## config.mk

```make
export PLATFORM = sky130hd
export DESIGN_NAME = lac_top
export DESIGN_NICKNAME = d
export VERILOG_FILES = /design/src/hw/lac_pkg.sv /design/src/hw/lac_top.sv /design/src/hw/lac_uart_tx.sv /design/src/hw/lac_uart_rx.sv
export SDC_FILE = /design/constraint.sdc
export NUM_CORES = 1
export LEC_CHECK = 0
export BUFFER_PORTS_ARGS = -buffer_cell sky130_fd_sc_hd__buf_2
export CAP_MARGIN = 25
export CORE_MARGIN = 2
export CORE_UTILIZATION = 54
export DETAILED_ROUTE_END_ITERATION = 10
export HOLD_SLACK_MARGIN = 0.1
export PLACE_DENSITY = 0.76
export SLEW_MARGIN = 20
export SYNTH_ARGS = -nofsm -noshare
export SYNTH_HDL_FRONTEND = slang
export SYNTH_SLANG_ARGS = --single-unit
```

## constraint.sdc

```tcl
create_clock -name ref_clk -period 2.1 [get_ports ref_clk]
set_clock_uncertainty 0.2 [all_clocks]
set_input_delay 0 -clock ref_clk [delete_from_list [all_inputs] [get_ports ref_clk]]
set_output_delay 0 -clock ref_clk [all_outputs]
set_load 0.05 [all_outputs]
```

## src/hw/lac_pkg.sv

```systemverilog
package lac_pkg;
  localparam int CLK_HZ = 25_000_000;
  localparam int BAUD_BPS = 9600;
  localparam int BIT_CYC = CLK_HZ / BAUD_BPS;
  localparam int HOLD_MS = 1000;
  localparam int HOLD_CYC = (CLK_HZ / 1000) * HOLD_MS;
  localparam int SEC_CYC = CLK_HZ;
  localparam int LOOP_S = 3600;
  localparam int BUF_CELLS = 70;
  localparam int ST_TRIES = 3;
  localparam int DIAG_LEN = 5;
  // Guard bank positions, bit set means switch down
  localparam int GRD_TTY = 0;
  localparam int GRD_LOOP = 1;
  // Config bank positions, bit n-1 holds position n
  localparam int CFG_SYNC_A = 0;
  localparam int CFG_SYNC_B = 1;
  localparam int CFG_T3LEN_A = 2;
  localparam int CFG_T3LEN_B = 3;
  localparam int CFG_TEST = 6;
  localparam int CFG_BPV = 7;
  localparam int CFG_T2LEN = 8;
  localparam logic [7:0] CH_SYNC_T2 = 8'h30;
  localparam logic [7:0] CH_SYNC_T3 = 8'h31;
  localparam logic [7:0] CH_SYNC_INT = 8'h32;
  localparam logic [7:0] CH_LOOP = 8'h4C;
  localparam logic [7:0] CH_TESTING = 8'h54;
  localparam logic [7:0] CH_PASS = 8'h50;
  localparam logic [7:0] CH_FAIL = 8'h46;
  localparam logic [7:0] CH_CR = 8'h0D;
  localparam logic [3:0] CH_FLAG_HI = 4'h4;

  typedef enum logic [1:0] {
    SYNC_INT = 2'b00,
    SYNC_T3 = 2'b01,
    SYNC_T2 = 2'b10
  } lac_sync_t;

  typedef enum logic [1:0] {
    LEN_LONG = 2'b00,
    LEN_MED = 2'b01,
    LEN_SHORT = 2'b11
  } lac_len_t;

  typedef enum logic [1:0] {
    ST_START = 2'b00,
    ST_RUN = 2'b01,
    ST_PASS = 2'b11,
    ST_FAIL = 2'b10
  } lac_st_t;
endpackage

```

## src/hw/lac_top.sv

```systemverilog
`timescale 1ns/1ps
module lac_top
  import lac_pkg::*;
#(
  parameter int SEC_CYCLES = SEC_CYC,
  parameter int HOLD_CYCLES = HOLD_CYC,
  parameter int LOOP_SECS = LOOP_S,
  parameter int BUF_DEPTH = BUF_CELLS
) (
  input logic ref_clk,
  input logic srst,
  input logic [1:0] guard_switch_bank,
  input logic [11:0] config_switch_bank,
  input logic loop_button,
  input logic t3_rx_ais,
  input logic t3_rx_rai,
  input logic t3_rx_los,
  input logic t3_rx_lof,
  input logic t3_tx_ais,
  input logic t3_tx_rai,
  input logic t3_tx_los,
  input logic t2_rx_ais,
  input logic t2_rx_rai,
  input logic t2_rx_los,
  input logic t2_rx_lof,
  input logic cell_in,
  input logic cell_out,
  input logic selftest_done,
  input logic selftest_pass,
  input logic term_rxd,
  output logic term_txd,
  output logic selftest_start_ff,
  output logic cell_drop_ff,
  output logic [1:0] tx_timing_sel_ff,
  output logic [1:0] t3_cable_len_ff,
  output logic t2_cable_long_ff,
  output logic bpv_relay_en_ff,
  output logic test_mode_ff,
  output logic loop_relay_ff,
  output logic t3_rx_ais_led_ff,
  output logic t3_rx_rai_led_ff,
  output logic t3_rx_los_led_ff,
  output logic t3_rx_lof_led_ff,
  output logic t3_tx_ais_led_ff,
  output logic t3_tx_rai_led_ff,
  output logic t3_tx_los_led_ff,
  output logic t2_rx_ais_led_ff,
  output logic t2_rx_rai_led_ff,
  output logic t2_rx_los_led_ff,
  output logic t2_rx_lof_led_ff,
  output logic overflow_led_ff,
  output logic loop_led_ff,
  output logic active_led_ff,
  output logic fail_led_ff,
  output logic fractional_rate_indicator_ff
);
  localparam int SW = $clog2(SEC_CYCLES);
  localparam int HW = $clog2(HOLD_CYCLES);
  localparam int LW = $clog2(LOOP_SECS);
  localparam int BW = $clog2(BUF_DEPTH + 1);

  lac_st_t st_state_ff;
  logic [1:0] st_tries_ff;
  logic [SW-1:0] sec_cnt_ff;
  logic sec_tick_ff;
  logic [HW-1:0] hold_cnt_ff;
  logic btn_fired_ff;
  logic btn_press_ff;
  logic [LW-1:0] loop_secs_ff;
  logic tty_ovr_ff;
  lac_sync_t tty_sync_ff;
  lac_sync_t sw_sync;
  lac_sync_t nxt_sync;
  logic sync_los;
  logic rx_valid;
  logic [7:0] rx_data;
  logic tty_ok;
  logic tty_loop;
  logic [BW-1:0] occ_ff;
  logic tx_busy;
  logic tx_start_ff;
  logic [7:0] tx_char_ff;
  logic [2:0] diag_idx_ff;
  logic lamp_test;

  ////////////////////////////////////////////////////////////////////////
  lac_uart_rx #(.BIT_CYC(BIT_CYC)) u_rx (
    .ref_clk(ref_clk),
    .srst(srst),
    .rxd(term_rxd),
    .rx_valid(rx_valid),
    .rx_data(rx_data)
  );

  lac_uart_tx #(.BIT_CYC(BIT_CYC)) u_tx (
    .ref_clk(ref_clk),
    .srst(srst),
    .tx_start(tx_start_ff),
    .tx_data(tx_char_ff),
    .tx_busy(tx_busy),
    .txd(term_txd)
  );

  ////////////////////////////////////////////////////////////////////////
  // Switch decode; positions 5, 6, 10, 11, 12 are never looked at
  always_comb begin
    case ({config_switch_bank[CFG_SYNC_B], config_switch_bank[CFG_SYNC_A]})
      2'b10: sw_sync = SYNC_T3;
      2'b11: sw_sync = SYNC_T2;
      default: sw_sync = SYNC_INT;
    endcase
  end

  always_ff @(posedge ref_clk) begin
    if (srst) begin
      t3_cable_len_ff <= LEN_SHORT;
      t2_cable_long_ff <= 1'b0;
      bpv_relay_en_ff <= 1'b0;
      test_mode_ff <= 1'b0;
    end else begin
      case ({config_switch_bank[CFG_T3LEN_B],
             config_switch_bank[CFG_T3LEN_A]})
        2'b10: t3_cable_len_ff <= LEN_MED;
        2'b11: t3_cable_len_ff <= LEN_SHORT;
        default: t3_cable_len_ff <= LEN_LONG;
      endcase
      t2_cable_long_ff <= !config_switch_bank[CFG_T2LEN];
      bpv_relay_en_ff <= !config_switch_bank[CFG_BPV];
      test_mode_ff <= config_switch_bank[CFG_TEST];
    end
  end

  ////////////////////////////////////////////////////////////////////////
  // Self test with up to two retries
  always_ff @(posedge ref_clk) begin
    if (srst) begin
      st_state_ff <= ST_START;
      st_tries_ff <= '0;
      selftest_start_ff <= 1'b0;
    end else begin
      selftest_start_ff <= 1'b0;
      case (st_state_ff)
        ST_START: begin
          selftest_start_ff <= 1'b1;
          st_tries_ff <= st_tries_ff + 2'd1;
          st_state_ff <= ST_RUN;
        end
        ST_RUN: begin
          if (selftest_done && selftest_pass) begin
            st_state_ff <= ST_PASS;
          end else if (selftest_done) begin
            if (st_tries_ff == 2'(ST_TRIES)) begin
              st_state_ff <= ST_FAIL;
            end else begin
              st_state_ff <= ST_START;
            end
          end
        end
        ST_PASS: st_state_ff <= ST_PASS;
        ST_FAIL: st_state_ff <= ST_FAIL;
        default: st_state_ff <= ST_START;
      endcase
    end
  end

  ////////////////////////////////////////////////////////////////////////
  // One-second enable, restarted on each loop operation so the
  // timeout is a full count of seconds, never one short
  always_ff @(posedge ref_clk) begin
    if (srst) begin
      sec_cnt_ff <= '0;
      sec_tick_ff <= 1'b0;
    end else if (btn_press_ff || tty_loop) begin
      sec_cnt_ff <= '0;
      sec_tick_ff <= 1'b0;
    end else begin
      sec_tick_ff <= (sec_cnt_ff == SW'(SEC_CYCLES - 1));
      if (sec_cnt_ff == SW'(SEC_CYCLES - 1)) begin
        sec_cnt_ff <= '0;
      end else begin
        sec_cnt_ff <= sec_cnt_ff + SW'(1);
      end
    end
  end

  // Button must be held a full interval; one press per hold
  always_ff @(posedge ref_clk) begin
    if (srst) begin
      hold_cnt_ff <= '0;
      btn_fired_ff <= 1'b0;
      btn_press_ff <= 1'b0;
    end else begin
      btn_press_ff <= 1'b0;
      if (!loop_button || !guard_switch_bank[GRD_LOOP]) begin
        hold_cnt_ff <= '0;
        btn_fired_ff <= 1'b0;
      end else if (!btn_fired_ff) begin
        if (hold_cnt_ff == HW'(HOLD_CYCLES - 1)) begin
          btn_press_ff <= 1'b1;
          btn_fired_ff <= 1'b1;
        end else begin
          hold_cnt_ff <= hold_cnt_ff + HW'(1);
        end
      end
    end
  end

  ////////////////////////////////////////////////////////////////////////
  // Terminal commands only count while guard position 1 is down
  assign tty_ok = rx_valid && guard_switch_bank[GRD_TTY];
  assign tty_loop = tty_ok && rx_data == CH_LOOP;

  always_ff @(posedge ref_clk) begin
    if (srst) begin
      tty_ovr_ff <= 1'b0;
      tty_sync_ff <= SYNC_INT;
    end else if (tty_ok) begin
      case (rx_data)
        CH_SYNC_T2: begin
          tty_ovr_ff <= 1'b1;
          tty_sync_ff <= SYNC_T2;
        end
        CH_SYNC_T3: begin
          tty_ovr_ff <= 1'b1;
          tty_sync_ff <= SYNC_T3;
        end
        CH_SYNC_INT: begin
          tty_ovr_ff <= 1'b1;
          tty_sync_ff <= SYNC_INT;
        end
        default: tty_ovr_ff <= tty_ovr_ff;
      endcase
    end
  end

  // Loop toggles on each operation, drops after the timeout
  always_ff @(posedge ref_clk) begin
    if (srst) begin
      loop_relay_ff <= 1'b0;
      loop_secs_ff <= '0;
    end else if (btn_press_ff || tty_loop) begin
      loop_relay_ff <= !loop_relay_ff;
      loop_secs_ff <= '0;
    end else if (loop_relay_ff && sec_tick_ff) begin
      if (loop_secs_ff == LW'(LOOP_SECS - 1)) begin
        loop_relay_ff <= 1'b0;
        loop_secs_ff <= '0;
      end else begin
        loop_secs_ff <= loop_secs_ff + LW'(1);
      end
    end
  end

  ////////////////////////////////////////////////////////////////////////
  // Override holds only while the guard still permits it
  always_comb begin
    nxt_sync = sw_sync;
    if (tty_ovr_ff && guard_switch_bank[GRD_TTY]) begin
      nxt_sync = tty_sync_ff;
    end
  end

  assign sync_los = (nxt_sync == SYNC_T3 && t3_rx_los) ||
                    (nxt_sync == SYNC_T2 && t2_rx_los);

  always_ff @(posedge ref_clk) begin
    if (srst) begin
      tx_timing_sel_ff <= SYNC_INT;
    end else if (sync_los) begin
      tx_timing_sel_ff <= SYNC_INT;
    end else begin
      tx_timing_sel_ff <= nxt_sync;
    end
  end

  ////////////////////////////////////////////////////////////////////////
  // Occupancy only; cell storage lives in the datapath
  always_ff @(posedge ref_clk) begin
    if (srst) begin
      occ_ff <= '0;
      cell_drop_ff <= 1'b0;
    end else begin
      cell_drop_ff <= 1'b0;
      if (cell_in && !cell_out) begin
        if (occ_ff == BW'(BUF_DEPTH)) begin
          cell_drop_ff <= 1'b1;
        end else begin
          occ_ff <= occ_ff + BW'(1);
        end
      end else if (cell_out && !cell_in && occ_ff != '0) begin
        occ_ff <= occ_ff - BW'(1);
      end
    end
  end

  ////////////////////////////////////////////////////////////////////////
  // Lamp test lights every lamp except active and fail while the self test runs
  assign lamp_test = (st_state_ff == ST_RUN);

  always_ff @(posedge ref_clk) begin
    if (srst) begin
      t3_rx_ais_led_ff <= 1'b0;
      t3_rx_rai_led_ff <= 1'b0;
      t3_rx_los_led_ff <= 1'b0;
      t3_rx_lof_led_ff <= 1'b0;
      t3_tx_ais_led_ff <= 1'b0;
      t3_tx_rai_led_ff <= 1'b0;
      t3_tx_los_led_ff <= 1'b0;
      t2_rx_ais_led_ff <= 1'b0;
      t2_rx_rai_led_ff <= 1'b0;
      t2_rx_los_led_ff <= 1'b0;
      t2_rx_lof_led_ff <= 1'b0;
    end else begin
      t3_rx_ais_led_ff <= lamp_test || t3_rx_ais;
      t3_rx_rai_led_ff <= lamp_test || t3_rx_rai;
      t3_rx_los_led_ff <= lamp_test || t3_rx_los;
      t3_rx_lof_led_ff <= lamp_test || t3_rx_lof;
      t3_tx_ais_led_ff <= lamp_test || t3_tx_ais;
      t3_tx_rai_led_ff <= lamp_test || t3_tx_rai;
      t3_tx_los_led_ff <= lamp_test || t3_tx_los;
      t2_rx_ais_led_ff <= lamp_test || t2_rx_ais;
      t2_rx_rai_led_ff <= lamp_test || t2_rx_rai;
      t2_rx_los_led_ff <= lamp_test || t2_rx_los;
      t2_rx_lof_led_ff <= lamp_test || t2_rx_lof;
    end
  end

  // Overflow stays lit until the buffer has fully drained
  always_ff @(posedge ref_clk) begin
    if (srst) begin
      overflow_led_ff <= 1'b0;
      loop_led_ff <= 1'b0;
      active_led_ff <= 1'b0;
      fail_led_ff <= 1'b0;
      fractional_rate_indicator_ff <= 1'b0;
    end else begin
      overflow_led_ff <= lamp_test || cell_drop_ff ||
                         (overflow_led_ff && occ_ff != '0);
      loop_led_ff <= lamp_test || loop_relay_ff;
      active_led_ff <= (st_state_ff == ST_PASS);
      fail_led_ff <= (st_state_ff == ST_FAIL);
      fractional_rate_indicator_ff <= lamp_test;
    end
  end

  ////////////////////////////////////////////////////////////////////////
  // Status line repeats from reset: test state, three flag chars, CR
  always_ff @(posedge ref_clk) begin
    if (srst) begin
      tx_start_ff <= 1'b0;
      tx_char_ff <= '0;
      diag_idx_ff <= '0;
    end else begin
      tx_start_ff <= 1'b0;
      if (!tx_busy && !tx_start_ff) begin
        tx_start_ff <= 1'b1;
        diag_idx_ff <= (diag_idx_ff == 3'(DIAG_LEN - 1)) ?
                       3'h0 : diag_idx_ff + 3'h1;
        case (diag_idx_ff)
          3'h0: tx_char_ff <= (st_state_ff == ST_PASS) ? CH_PASS :
                              (st_state_ff == ST_FAIL) ? CH_FAIL :
                              CH_TESTING;
          3'h1: tx_char_ff <= {CH_FLAG_HI, t3_rx_ais, t3_rx_rai,
                               t3_rx_los, t3_rx_lof};
          3'h2: tx_char_ff <= {CH_FLAG_HI, t3_tx_ais, t3_tx_rai,
                               t3_tx_los, overflow_led_ff};
          3'h3: tx_char_ff <= {CH_FLAG_HI, t2_rx_ais, t2_rx_rai,
                               t2_rx_los, t2_rx_lof};
          default: tx_char_ff <= CH_CR;
        endcase
      end
    end
  end

  ////////////////////////////////////////////////////////////////////////
  ovf_lamp_a: assert property (@(posedge ref_clk) disable iff (srst)
    cell_drop_ff |=> overflow_led_ff)
    else $error("overflow lamp missed a drop");

  t3rx_lamp_a: assert property (@(posedge ref_clk) disable iff (srst)
    (st_state_ff != ST_RUN) |=> t3_rx_lof_led_ff == $past(t3_rx_lof))
    else $error("t3 receive lof lamp wrong");

  t3tx_lamp_a: assert property (@(posedge ref_clk) disable iff (srst)
    (st_state_ff != ST_RUN) |=> t3_tx_los_led_ff == $past(t3_tx_los))
    else $error("t3 transmit los lamp wrong");

  t2rx_lamp_a: assert property (@(posedge ref_clk) disable iff (srst)
    (st_state_ff != ST_RUN && !t2_rx_ais) |=> !t2_rx_ais_led_ff)
    else $error("t2 receive ais lamp stuck");

  loop_lamp_a: assert property (@(posedge ref_clk) disable iff (srst)
    loop_relay_ff |=> loop_led_ff)
    else $error("loop lamp dark in loopback");

  st_pass_a: assert property (@(posedge ref_clk) disable iff (srst)
    (st_state_ff == ST_RUN && selftest_done && selftest_pass)
      |=> ##1 active_led_ff && !fail_led_ff)
    else $error("pass not shown green");

  st_retry_a: assert property (@(posedge ref_clk) disable iff (srst)
    $rose(fail_led_ff) |-> st_tries_ff == 2'(ST_TRIES))
    else $error("failure shown before last try");

  tty_guard_a: assert property (@(posedge ref_clk) disable iff (srst)
    (rx_valid && !guard_switch_bank[GRD_TTY]) |=> $stable(tty_sync_ff))
    else $error("terminal change taken while guarded");

  btn_guard_a: assert property (@(posedge ref_clk) disable iff (srst)
    !guard_switch_bank[GRD_LOOP] |=> !btn_press_ff)
    else $error("loop button acted while guarded");

  los_fall_a: assert property (@(posedge ref_clk) disable iff (srst)
    sync_los |=> tx_timing_sel_ff == SYNC_INT)
    else $error("no internal timing on los");

  buf_depth_a: assert property (@(posedge ref_clk) disable iff (srst)
    occ_ff <= BW'(BUF_DEPTH))
    else $error("occupancy above depth");

  fill_cv: cover property (@(posedge ref_clk) disable iff (srst)
    cell_drop_ff);
  fail_cv: cover property (@(posedge ref_clk) disable iff (srst)
    $rose(fail_led_ff));
  loop_cv: cover property (@(posedge ref_clk) disable iff (srst)
    $fell(loop_relay_ff) && !btn_press_ff && !tty_loop);
endmodule // lac_top

```

## src/hw/lac_uart_tx.sv

```systemverilog
`timescale 1ns/1ps
module lac_uart_tx #(
  parameter int BIT_CYC = 2604
) (
  input logic ref_clk,
  input logic srst,
  input logic tx_start,
  input logic [7:0] tx_data,
  output logic tx_busy,
  output logic txd
);
  localparam int CW = $clog2(BIT_CYC);
  logic [CW-1:0] cnt_ff;
  logic [3:0] idx_ff;
  logic [8:0] shr_ff;

  // Start bit, eight data bits LSB first, one stop bit
  always_ff @(posedge ref_clk) begin
    if (srst) begin
      tx_busy <= 1'b0;
      txd <= 1'b1;
      cnt_ff <= '0;
      idx_ff <= '0;
      shr_ff <= '1;
    end else if (!tx_busy && tx_start) begin
      tx_busy <= 1'b1;
      txd <= 1'b0;
      shr_ff <= {1'b1, tx_data};
      cnt_ff <= '0;
      idx_ff <= '0;
    end else if (tx_busy) begin
      if (cnt_ff == CW'(BIT_CYC - 1)) begin
        cnt_ff <= '0;
        if (idx_ff == 4'h9) begin
          tx_busy <= 1'b0;
        end else begin
          txd <= shr_ff[0];
          shr_ff <= {1'b1, shr_ff[8:1]};
          idx_ff <= idx_ff + 4'h1;
        end
      end else begin
        cnt_ff <= cnt_ff + CW'(1);
      end
    end
  end
endmodule // lac_uart_tx

```

## src/hw/lac_uart_rx.sv

```systemverilog
`timescale 1ns/1ps
module lac_uart_rx #(
  parameter int BIT_CYC = 2604
) (
  input logic ref_clk,
  input logic srst,
  input logic rxd,
  output logic rx_valid,
  output logic [7:0] rx_data
);
  localparam int CW = $clog2(BIT_CYC);
  logic busy_ff;
  logic [CW-1:0] cnt_ff;
  logic [3:0] idx_ff;

  // First wait is half a bit, so every later sample lands mid-bit
  always_ff @(posedge ref_clk) begin
    if (srst) begin
      busy_ff <= 1'b0;
      cnt_ff <= '0;
      idx_ff <= '0;
      rx_valid <= 1'b0;
      rx_data <= '0;
    end else begin
      rx_valid <= 1'b0;
      if (!busy_ff) begin
        if (!rxd) begin
          busy_ff <= 1'b1;
          cnt_ff <= CW'(BIT_CYC / 2);
          idx_ff <= '0;
        end
      end else if (cnt_ff == CW'(BIT_CYC - 1)) begin
        cnt_ff <= '0;
        idx_ff <= idx_ff + 4'h1;
        if (idx_ff == 4'h0 && rxd) begin
          busy_ff <= 1'b0;
        end else if (idx_ff == 4'h9) begin
          busy_ff <= 1'b0;
          rx_valid <= rxd;
        end else if (idx_ff != 4'h0) begin
          rx_data <= {rxd, rx_data[7:1]};
        end
      end else begin
        cnt_ff <= cnt_ff + CW'(1);
      end
    end
  end
endmodule // lac_uart_rx

```

Word level (Yosys, flattened, before mapping). Index checks and enable logic that the tools add are counted.

Bits in registers: 169. Word-level logic and storage cells: 215. Input bits: 33. Output and inout bits: 27.

Reductions and logical operators: 69. Multiplexer cells: 48. $add $sub $neg: 11. Eq/ne operators: 31. Bitwise operators: 8.

Operator list (number): $mux W12 (5); $add A25 B1 Y25 const B (2); $eq A25 B25 Y1 const B (2); $add A12 B1 Y12 const B (3); $eq A12 B12 Y1 const B (3); $mux W8 (4); $pmux W7 S4 (1); $eq A8 B6 Y1 const B (3); $mux W1 (21); $mux W7 (3); $logic_or A1 B1 Y1 (17); $eq A2 B2 Y1 const B (8); $logic_and A1 B1 Y1 (14); $mux W4 (3); $reduce_and A2 Y1 (6); $mux W5 (2); $reduce_bool A2 Y1 (5); $reduce_or A2 Y1 (5); $logic_not A1 Y1 (9); $reduce_or A3 Y1 (3); $add A4 B1 Y4 const B (2); $eq A4 B4 Y1 const B (2); $eq A8 B7 Y1 const B (1); $mux W2 (4); other kinds (26) (39).

Longest topological paths before layout. Gate-level depths: netlist of the first run.

Word-level depth: 7. Mapped depth: 8. Mapped depth without buffers: 8.

Hierarchy. A second synthesis of the first run with hierarchy kept.

Cells, all modules: 853. Area, all modules: 7599.8 sq um.

By module, submodules not included: lac_top (sequential area each 2302.2 sq um, area an instance 5053.6 sq um, instances 1, cells each 570); lac_uart_rx (sequential area each 520.5 sq um, area an instance 1277.5 sq um, instances 1, cells each 149); lac_uart_tx (sequential area each 520.5 sq um, area an instance 1268.7 sq um, instances 1, cells each 134).

Least setup slack after synthesis of the first run. No wires, ideal clock.

Kind: flip-flop to flip-flop. Start: reg occ_ff[0]. End: reg occ_ff[6]. Data required time: 1.779 ns. Clock period less this slack: 2.306 ns. Library setup time: 0.121 ns. Path slack: -0.206 ns. Data arrival time: 1.986 ns. Path buffers: 0. Stages on the path, launching flop included: 7. Cells stage by stage: dfxtp_1 > fa_1 > a211oi_1 > nor2_1 > and3_1 > a2111oi_0 > mux2_2.

Cells in the longest elaborated chain, start to end: 4. Elaborated cells between the ends (all ways): 11. Those cells by class: 2 x add/sub; 2 x eq/ne; 3 x mux; 4 x reduce/logical.

RTL lines: from (decl) (RTL line lac_top.sv:79) `logic [BW-1:0] occ_ff;`; from (signal assigned) (RTL line lac_top.sv:288) `occ_ff <= occ_ff + BW'(1);`; from (signal assigned) (RTL line lac_top.sv:291) `occ_ff <= occ_ff - BW'(1);`; branches (longest 4 deep; another with $sub A7 B1 Y7).

Parallel ways; which one is timed is not known. The select of a mux whose other input is x is not followed. A chain may end at the register's enable or synchronous reset.

Worst setup path after layout of the first run.
Start: reg loop_secs_ff[5]. End: reg loop_relay_ff.

Cells in the longest elaborated chain, start to end: 3.

RTL lines: from (decl) (RTL line lac_top.sv:69) `logic [LW-1:0] loop_secs_ff;`; from (signal assigned) (RTL line lac_top.sv:249) `loop_secs_ff <= loop_secs_ff + LW'(1);`; $eq A12 B12 Y1 (RTL line lac_top.sv:245) `if (loop_secs_ff == LW'(LOOP_SECS - 1)) begin`; $reduce_bool A2 Y1 (no source line); $reduce_and A2 Y1 (no source line); to (signal assigned) (RTL line lac_top.sv:242) `loop_relay_ff <= !loop_relay_ff;`; to (decl) (RTL line lac_top.sv:39) `output logic loop_relay_ff,`.

No other way between the ends.

==> reports/results.txt, run 1 <==
RSZ-0062 raised after global routing - true
non-filler cells, final - 1210
post-synth cell types - 67
clk slew on worst S/H paths - 0.06 ns
# clock sinks - 167
required time worst endpoint - 2.20 ns
Syn Nets - 915
FF-to-FF path depth - 5
Max Cap Viol - 0
gr usage total - 0.246
Worst IR Drop VDD - 564 µV
Worst Setup EP - loop_relay_ff
HP Class - in2reg
die boundary height - 121 µm
RR Endpoint - loop_relay_ff
vias per cell - 5.60
WP data arrival - 2.23 ns
Initial Utilization - 0.558
die width - 121 µm
Power Total - 8.17 mW
post-synthesis sequential area ratio - 0.449
Final Max Slew Viols - 0
CTS tree - done
die area - 14800 µm²
Async SR Flop Fraction - 0
Startpoint Class - flop
I/O pins - 60
Hold WS - 0.165 ns
ranking of synthesized cells by area - dfxtp_1 45%, nor2_1 5.7%, xor2_1 4.9%
register bit total from synthesis - 167
H-tree lvl count - 4
Critical Path Fanout Max - 3
Worst-Skew Late Latency - 0.42 ns
synth-to-layout area growth - 29.9%
area leader, netlist - dfxtp_1
r2r setup slk - -0.03 ns
initial antenna violation count - 0
wire per inst - 14.9 µm
outcome - finished, violations left
Gate power share - 0.156
syn avg cell area - 8.67 µm²
critical path class - reg2reg
row count - 42
fill cell count - 926
CP Launch Point - loop_secs_ff[5]
Clock Tree Root - clkbuf_16
Worst Setup End Kind - flop
Final Routed Wirelength - 18000 µm
Syn Inst Count - 860
Final Cell Area - 9690 µm²
achievable frequency - 470 MHz
Port-buffer cells - 54
Final #Nets - 1077
Main synth FF type - dfxtp_1
Worst-Margin Slew - 1.05 ns
Post-Syn Area - 7450 µm²
Power Internal - 6.05 mW
DRT Pass-1 Iters - 5
sequential power share - 0.424
fraction of layout cells with a size suffix above 1 - 0.179
largest net degree at the start of global routing - 29
vias in the first global route - 6550
switch share - 0.259
Leak - 3.92 nW
Slew headroom - 0.298
placed cell area - 8280 µm²
post-layout minimum cycle time - 2.13 ns
RePlAce Congestion - 0.873
PD cells - 843 nW/µm²
diodes inserted - 0
drt first-iter violations - 668
sw power - 2.11 mW
Clk network pwr share - 0.420
Final setup viols - 1
setup ws final - -0.0282 ns
# DRC - 0
Detailed Place HPWL - 11000 µm
CTS Buffer Depth - 2
Detail Route Antenna Nets - 0
clock buffer count from CTS - 17
final global-route overflow total - 0
top-area cell type share of the netlist area - 0.449
Final Hold Fails - 0
DR vias - 6773
Final Cycle Share - 1.01
YS warnings - 0
Core Footprint - 13300 µm²
first-pass GRT wire length - 29500 µm
failing checks - negative setup slack
worst r2r src - loop_secs_ff[5]
Inst Count DP - 1115
Post-synth EDFFs - 0
[cell type report]
cell class / count / area [µm²] / share of cell area
clock buffer: 18 / 429 / 0.0443
clock inverter: 13 / 218 / 0.0225
inverter: 35 / 131 / 0.0136
multi-input combinational: 626 / 3970 / 0.410
sequential: 167 / 3350 / 0.346
tap: 176 / 220 / 0.0227
timing repair buffer: 175 / 1370 / 0.141
[state kept, by name, indices dropped and copies added (netlist names), 2 cells and up]
register,flops
tx_timing_sel_ff,2
hold_cnt_ff,25
loop_secs_ff,12
diag_idx_ff,3
u_rx.rx_data,8
t3_cable_len_ff,2
u_tx.cnt_ff,12
occ_ff,7
u_rx.idx_ff,4
st_tries_ff,2
u_tx.idx_ff,4
sec_cnt_ff,25
u_tx.shr_ff,8
tx_char_ff,6
st_state_ff,2
u_rx.cnt_ff,12
tty_sync_ff,2
[cell usage after synthesis, types with 16 or more instances]
cell type / n
nor3_1: 21
clkbuf_1: 19
nand2_1: 79
inv_1: 35
nand3_1: 34
a21oi_1: 42
xnor2_1: 17
nor2_1: 114
ha_1: 21
and3_1: 16
o21ai_0: 44
nand4_1: 19
xor2_1: 42
dfxtp_1: 167
[per-layer routing]
layer  vias to the layer above  GRT usage  wire (µm)
met5                         -          0          0
met4                         0     0.0869        304
met1                      3220      0.312       8060
met2                       165      0.408       8790
li1                       3359          -          -
met3                        29     0.0592        845
[through the flow]
stage / TNS, ns / setup slack (ns) / util
final: -0.0282 / -0.0282 / 0.726
after CTS: -0.0357 / -0.0200 / 0.716
after floorplan: 0 / 0.00168 / -
after detailed placement: -0.171 / -0.0913 / 0.621
after global routing: -0.527 / -0.0899 / 0.726
after global placement: -0.0952 / -0.0832 / 0.621
[logic make-up (layout without fill, tap and decap cells)]
| logic type | Yosys count | in the layout | share of synthesized area |
|---|---|---|---|
| compound gates | 156 | 156 | 0.133 |
| xor+xnor | 59 | 59 | 0.0693 |
| fa+ha+maj | 22 | 22 | 0.0379 |
| buf+inv | 67 | 241 | 0.0351 |
| flops | 167 | 167 | 0.449 |
| mux | 9 | 9 | 0.0123 |
| simple gates | 380 | 380 | 0.264 |
[critical path, stage by stage, from the launching register on]
cell      delay [ns]
dfxtp_2         0.32
or4_4           0.51
or4_4           0.51
or2_4           0.26
o211ai_2        0.13
a21oi_1         0.08
[cell usage in the layout, fill, tap and decap left out, types with 9 or more instances in the layout]
master / Yosys / layout
nand2_1: 79 / 79
ha_1: 21 / 19
buf_2: 8 / 54
a21oi_1: 42 / 40
nand3_1: 34 / 34
nor3_1: 21 / 21
xnor2_1: 17 / 17
and4_1: 9 / 9
dfxtp_1: 167 / 159
and3_1: 16 / 16
nand4_1: 19 / 19
or3_1: 14 / 14
nor2_1: 114 / 114
o21ai_0: 44 / 42
buf_4: 0 / 55
dlygate4sd3_1: 0 / 62
a31oi_1: 12 / 12
inv_1: 35 / 34
clkbuf_16: 0 / 17
xor2_1: 42 / 42
[worst min-delay path by stage]
| stage | start | to | slack, ns | cells after the start |
|---|---|---|---|---|
| floorplan | config_switch_bank[7] | bpv_relay_en_ff | -0.13 | 1 |
| global placement | config_switch_bank[7] | bpv_relay_en_ff | -0.05 | 2 |
| detailed placement | config_switch_bank[8] | t2_cable_long_ff | -0.05 | 2 |
| CTS | srst | u_rx.rx_data[2] | -0.32 | 2 |
| global route | srst | fractional_rate_indicator_ff | 0.19 | 4 |
| finish | srst | fractional_rate_indicator_ff | 0.16 | 4 |
[power groups by stage]
stage	registers (mW)	clock network (mW)	logic, mW
after floorplan	3.62	0	0.632
after global placement	3.50	0	1.05
after detailed placement	3.51	0	1.07
after CTS	3.44	3.46	1.19
after global routing	3.48	3.61	1.40
final	3.46	3.43	1.27
[repair_timing]
item / CTS / global route
endpoints found under the hold margin: 105 / 13
buffers inserted: 0 / 1
hold buffers: 61 / 2
gates resized for setup: 3 / 29
setup endpoints to repair: 4 / 47
pin swaps: 1 / 7
(Power assumes the default switching activity.)
==> run 2, diff against run 1 <==
--- a/config.mk
+++ b/config.mk
@@ -8,11 +8,11 @@
 export BUFFER_PORTS_ARGS = -buffer_cell sky130_fd_sc_hd__buf_2
 export CAP_MARGIN = 25
 export CORE_MARGIN = 2
-export CORE_UTILIZATION = 54
+export CORE_UTILIZATION = 40
 export DETAILED_ROUTE_END_ITERATION = 10
 export HOLD_SLACK_MARGIN = 0.1
-export PLACE_DENSITY = 0.76
 export SLEW_MARGIN = 20
 export SYNTH_ARGS = -nofsm -noshare
 export SYNTH_HDL_FRONTEND = slang
+export SYNTH_HIERARCHICAL = 1
 export SYNTH_SLANG_ARGS = --single-unit
==> reports/results.txt, run 2 <==
outcome - finished, final reports clean
commonest non-fill, non-tap cells in the layout - 165 x dfxtp_1, 118 x nor2_1, 58 x nand2_1, 53 x buf_2, 53 x buf_4
Critical Path Fanout Max - 7 (+4)
Post-synth EDFFs - 0 (unchanged)
CTS Buffer Depth - 2 (unchanged)
Core Footprint - 18700 µm² (+40%)
ranking of synthesized cells by area - dfxtp_1 44%, nor2_1 5.8%, xor2_1 4.4%
Detailed Place HPWL - 11500 µm (+5.0%)
WP data arrival - 2.11 ns (-0.12 ns)
Worst IR Drop VDD - 554 µV (-1.9%)
first-pass GRT wire length - 27500 µm (-6.6%)
Main synth FF type - dfxtp_1
Gate power share - 0.153 (-0.003)
Clk network pwr share - 0.389 (-0.031)
most frequent cell after synthesis - dfxtp_1
vias in the first global route - 5788 (-12%)
pre-CTS setup slack - 0.0690 ns (+0.160 ns)
Final Max Slew Viols - 0 (unchanged)
final global-route overflow total - 0 (unchanged)
Worst-Skew Late Latency - 0.42 ns (about the same)
Power Total - 7.61 mW (-6.8%)
critical path class - in2reg
Final #Nets - 1041 (-3.3%)
Leak - 3.71 nW (-5.3%)
# clock sinks - 167 (unchanged)
largest registers - hold_cnt_ff: 25 flops, sec_cnt_ff: 25 flops
PD cells - 814 nW/µm² (-3.5%)
wire per inst - 13.3 µm (-10%)
sequential power share - 0.458 (+0.034)
HP Class - in2reg
Syn Inst Count - 853 (-0.81%)
YS warnings - 6 (+6)
RePlAce Congestion - 0.807 (-7.6%)
Power Internal - 5.57 mW (-7.9%)
area leader, netlist - dfxtp_1
fraction of layout cells with a size suffix above 1 - 0.171 (-0.00823)
drt first-iter violations - 386 (-42%)
commonest non-fill, non-tap cell in the layout - dfxtp_1
Clock Tree Root - clkbuf_16
row count - 50 (+19%)
clk slew on worst S/H paths - 0.07 ns (about the same)
Final Cycle Share - 0.957 (-0.0562)
die area - 20100 µm² (+36%)
r2r setup slk - 0.12 ns (+0.15 ns)
achievable frequency - 497 MHz (+5.9%)
gr usage total - 0.169 (-0.0770)
Startpoint Class - input pin
post-layout minimum cycle time - 2.01 ns (-0.118 ns)
synth-to-layout area growth - 23.0%
Worst-Margin Slew - 0.518 ns (-0.531 ns)
vias per cell - 5.06 (-9.6%)
die boundary height - 142 µm (+17%)
CTS tree - done
placed cell area - 8400 µm² (+1.4%)
# DRC - 0 (unchanged)
Max Cap Viol - 0 (unchanged)
I/O pins - 60 (unchanged)
sw power - 2.04 mW (-3.5%)
Post-Syn Area - 7600 µm² (+2.0%)
initial antenna violation count - 0 (unchanged)
Initial Utilization - 0.406 (-0.152)
Detail Route Antenna Nets - 0 (unchanged)
Slew headroom - 0.646 (+0.348)
required time worst endpoint - 2.20 ns (about the same)
H-tree lvl count - 4 (unchanged)
Worst Setup End Kind - flop
Port-buffer cells - 54 (unchanged)
top-area cell type share of the netlist area - 0.440 (-0.00864)
Post-synth top cells - 167 x dfxtp_1, 118 x nor2_1, 58 x nand2_1
Async SR Flop Fraction - 0 (unchanged)
die width - 142 µm (+17%)
clock buffer count from CTS - 17 (unchanged)
Final Hold Fails - 0 (unchanged)
DR vias - 6224 (-8.1%)
Final setup viols - 0 (-1)
register bit total from synthesis - 167 (unchanged)
syn avg cell area - 8.91 µm² (+2.8%)
diodes inserted - 0 (unchanged)
DRT Pass-1 Iters - 5 (unchanged)
largest net degree at the start of global routing - 27 (-6.9%)
post-synthesis sequential area ratio - 0.440 (-0.00864)
Final Routed Wirelength - 16400 µm (-8.9%)
switch share - 0.268 (+0.00913)
setup ws final - 0.0898 ns (+0.118 ns)
Final Cell Area - 9350 µm² (-3.4%)
post-synth cell types - 70 (+4.5%)
[run 2: cell count changes in the layout (fill, tap and decap cells not counted), sizes merged, moves of 8 or more]
cell and change:
a211oi +8, a21oi -12, dlygate4sd3 -24, mux2i +9, nand2 -21, nand2b +8, nand3 +8, nand4 +8
o21ai -16, xnor2 +11
[run 2: cells by family after synthesis]
family,after synthesis,synth area share
muxes,18,0.0239
DFF,167,0.440
AOI/OAI and AO/OA,122,0.106
other,1,0.000493
buffers and inverters,67,0.0418
and+or+nand+nor,390,0.275
xor gates and xnor gates,66,0.0761
adders and majority gates,22,0.0372
[run 2: cell type report]
class / instances / area [µm²]
Inverter: 34 / 128
Sequential cell: 167 / 3350
Multi-Input combinational cell: 620 / 3960
Clock inverter: 7 / 72.6
Clock buffer: 22 / 474
Fill cell: 1780 / 9350
Tap cell: 234 / 293
Timing Repair Buffer: 146 / 1080
[run 2: what timing repair did]
item | 4_1_cts | 5_1_grt
hold endpoints to repair | 82 | 2
setup endpoints to repair | 0 | 9
buffers inserted | 0 | 1
hold buffers | 36 | 2
gates resized for setup | 0 | 6
[run 2: critical path, stage by stage]
cell and delay, ns:
dlygate4sd3_1 0.53, buf_2 0.14, nand2b_1 0.13, dlygate4sd3_1 0.56, a21oi_1 0.30, nor2_2 0.08, buf_4 0.18, mux2i_1 0.15
nor2_1 0.05
[run 2: power by group through the flow]
stage	logic, mW	registers, mW	clock network (mW)
floorplan	0.667	3.66	0
global route	1.30	3.51	3.19
finish	1.17	3.48	2.96
detailed placement	1.10	3.55	0
CTS	1.16	3.48	3.05
global placement	1.08	3.55	0
[run 2: worst paths after layout]
path                                startpoint          endpoint  cells past startpoint
worst min register to register  u_tx/shr_ff[3]    u_tx/shr_ff[3]                      1
worst max-delay path                   cell_in         occ_ff[1]                      9
worst max register to register       occ_ff[1]         occ_ff[6]                      6
worst min-delay path                 t3_tx_los  t3_tx_los_led_ff                      4
[run 2: layer usage]
layer | global-route usage | up-vias | routed length [µm]
met4 | 0.0447 | 0 | 149
li1 | - | 3276 | -
met1 | 0.227 | 2861 | 8340
met5 | 0 | - | 0
met3 | 0.0422 | 12 | 441
met2 | 0.271 | 75 | 7470
[run 2: metrics by stage]
stage,utilization,hold WS [ns],TNS [ns],cells
2_1_floorplan,-,-0.133,0,854
3_3_place_gp,0.449,-0.0481,0,1162
3_5_place_dp,0.449,-0.0442,0,1162
4_1_cts,0.498,0.125,0,1227
5_1_grt,0.500,0.177,-0.0650,1230
6_report,0.500,0.177,0,1230
==> run 3, diff against run 2 <==
==> constraint.sdc (replaced) <==
create_clock -name ref_clk -period 1.85 [get_ports ref_clk]
set_clock_uncertainty 0.2 [all_clocks]
set_input_delay 0 -clock ref_clk [delete_from_list [all_inputs] [get_ports ref_clk]]
set_output_delay 0 -clock ref_clk [all_outputs]
set_load 0.05 [all_outputs]
==> reports/results.txt, run 3 (synthesized netlist as in run 2, its figures left out) <==
commonest non-fill, non-tap cells in the layout - 145 x dfxtp_1, 115 x nor2_1, 108 x buf_4, 56 x nand2_1, 53 x buf_2
die width - 142 µm (unchanged)
first-pass GRT wire length - 27700 µm (+0.48%)
outcome - finished, violations left
largest registers - hold_cnt_ff: 25 flops, sec_cnt_ff: 25 flops
Core Footprint - 18700 µm² (unchanged)
Initial Utilization - 0.406 (unchanged)
delay-heaviest family, CP - simple AND/OR/NAND/NOR gates
clock buffer count from CTS - 17 (unchanged)
gr usage total - 0.166 (-0.00280)
HP Class - in2reg
Detailed Place HPWL - 11100 µm (-3.7%)
DR vias - 6545 (+5.2%)
failing checks - negative setup slack
die boundary height - 142 µm (unchanged)
Detail Route Antenna Nets - 0 (unchanged)
RSZ-0062 raised after global routing - true
Worst-Skew Late Latency - 0.43 ns (about the same)
Critical Path Fanout Max - 4 (-3)
RePlAce Congestion - 0.775 (-4.0%)
critical path class - reg2reg
Final Cycle Share - 1.07
Final Hold Fails - 0 (unchanged)
initial antenna violation count - 1 (+1)
CTS tree - done
post-layout minimum cycle time - 1.98 ns
final global-route overflow total - 0 (unchanged)
Leak - 4.10 nW (+10%)
Worst IR Drop VDD - 617 µV (+11%)
required time worst endpoint - 2.02 ns (-0.18 ns)
Final setup viols - 14 (+14)
# clock sinks - 167 (unchanged)
DRT Pass-1 Iters - 6 (+1)
PD cells - 880 nW/µm² (+8.1%)
commonest non-fill, non-tap cell in the layout - dfxtp_1
fraction of layout cells with a size suffix above 1 - 0.288 (+0.117)
post-layout util - 0.544 (+0.0443)
worst path bufs/invs - 0 (-4)
Final Max Slew Viols - 0 (unchanged)
Clock Tree Root - clkbuf_16
Worst Setup End Kind - flop
achievable frequency - 506 MHz
wire per inst - 12.7 µm (-4.6%)
fill cell count - 1679 (-5.7%)
Startpoint Class - flop
synth-to-layout area growth - 33.9%
CTS Buffer Depth - 2 (unchanged)
setup ws final - -0.125 ns (-0.215 ns)
Max stage delay on crit path - 0.54 ns (-0.02 ns)
Final #Nets - 1099 (+5.6%)
I/O pins - 60 (unchanged)
row count - 50 (unchanged)
Final Routed Wirelength - 16400 µm (+0.16%)
vias in the first global route - 6210 (+7.3%)
vias per cell - 5.07 (+0.11%)
largest net degree at the start of global routing - 47 (+74%)
critical path cell sequence - or4b_4 -> nor3_4 -> nand4_1 -> a211o_1 -> nand2_1
H-tree lvl count - 4 (unchanged)
Hold WS - 0.125 ns (-0.0520 ns)
WP data arrival - 2.14 ns (+0.03 ns)
clk slew on worst S/H paths - 0.08 ns (about the same)
die area - 20100 µm² (unchanged)
CP max-delay cell - or4b_4
Port-buffer cells - 54 (unchanged)
# DRC - 0 (unchanged)
Max Cap Viol - 0 (unchanged)
drt first-iter violations - 296 (-23%)
-- run 3: cell count changes in the layout (fill, tap and decap cells not counted), sizes merged, moves of 2 or more --
cell and change:
dlygate4sd3 -4, clkbuf -5, buf +61, clkinv +2, inv +8
-- run 3: final timing paths --
kind	startpoint	endpoint	slack [ns]	cells after the start
setup / recovery	hold_cnt_ff[10]	hold_cnt_ff[4]	-0.13	5
hold / removal	config_switch_bank[6]	test_mode_ff	0.12	3
setup reg to reg	hold_cnt_ff[10]	hold_cnt_ff[4]	-0.13	5
hold reg to reg	sec_cnt_ff[0]	sec_cnt_ff[0]	0.23	1
-- run 3: through the flow --
stage | setup TNS, ns | instances | area, µm² | setup slack [ns] | power [mW]
2_1_floorplan | -0.330 | 854 | 7670 | -0.0761 | 4.94
3_3_place_gp | -0.313 | 1217 | 8920 | -0.121 | 5.41
3_5_place_dp | -1.00 | 1217 | 8920 | -0.128 | 5.42
4_1_cts | -0.508 | 1285 | 9880 | -0.0733 | 8.93
5_1_grt | -2.82 | 1291 | 10200 | -0.218 | 9.40
6_report | -0.965 | 1292 | 10200 | -0.125 | 8.96
-- run 3: power by group --
group | internal [mW] | leakage (nW) | switching, mW
clock | 1.80 | 0.281 | 1.63
sequential | 3.80 | 1.37 | 0.167
combinational | 0.742 | 2.45 | 0.815
-- run 3: area by class of cell --
class                      count  area, µm²  share of cell area
tap                          234        293              0.0288
clock buffer                  17        425              0.0418
sequential                   167       3380               0.332
multi-input combinational    621       4250               0.417
timing repair buffer         203       1550               0.152
inverter                      34        128              0.0125
antenna                        1       2.50            0.000246
clock inverter                15        153              0.0150
-- run 3: repair_timing --
| action | in CTS | in global routing |
|---|---|---|
| pin swaps | 7 | 29 |
| setup endpoints to repair | 52 | 100 |
| cloned | 0 | 1 |
| gates resized for setup | 11 | 72 |
| buffers inserted | 2 | 5 |
| hold buffers | 34 | 1 |
| hold endpoints to repair | 96 | 4 |
-- run 3: routing by layer --
metal | routed length [µm] | part of all wire | track usage
met3 | 457 | 0.028 | 0.0378
met2 | 7810 | 0.48 | 0.285
met4 | 127 | 0.0077 | 0.0468
met1 | 8030 | 0.49 | 0.209
met5 | 0 | 0 | 0
-- run 3: worst register-to-register path: stages (launching register included) --
cell	delay [ns]
dfxtp_4	0.35
or4b_4	0.54
nor3_4	0.20
nand4_1	0.22
a211o_1	0.35
nand2_1	0.06
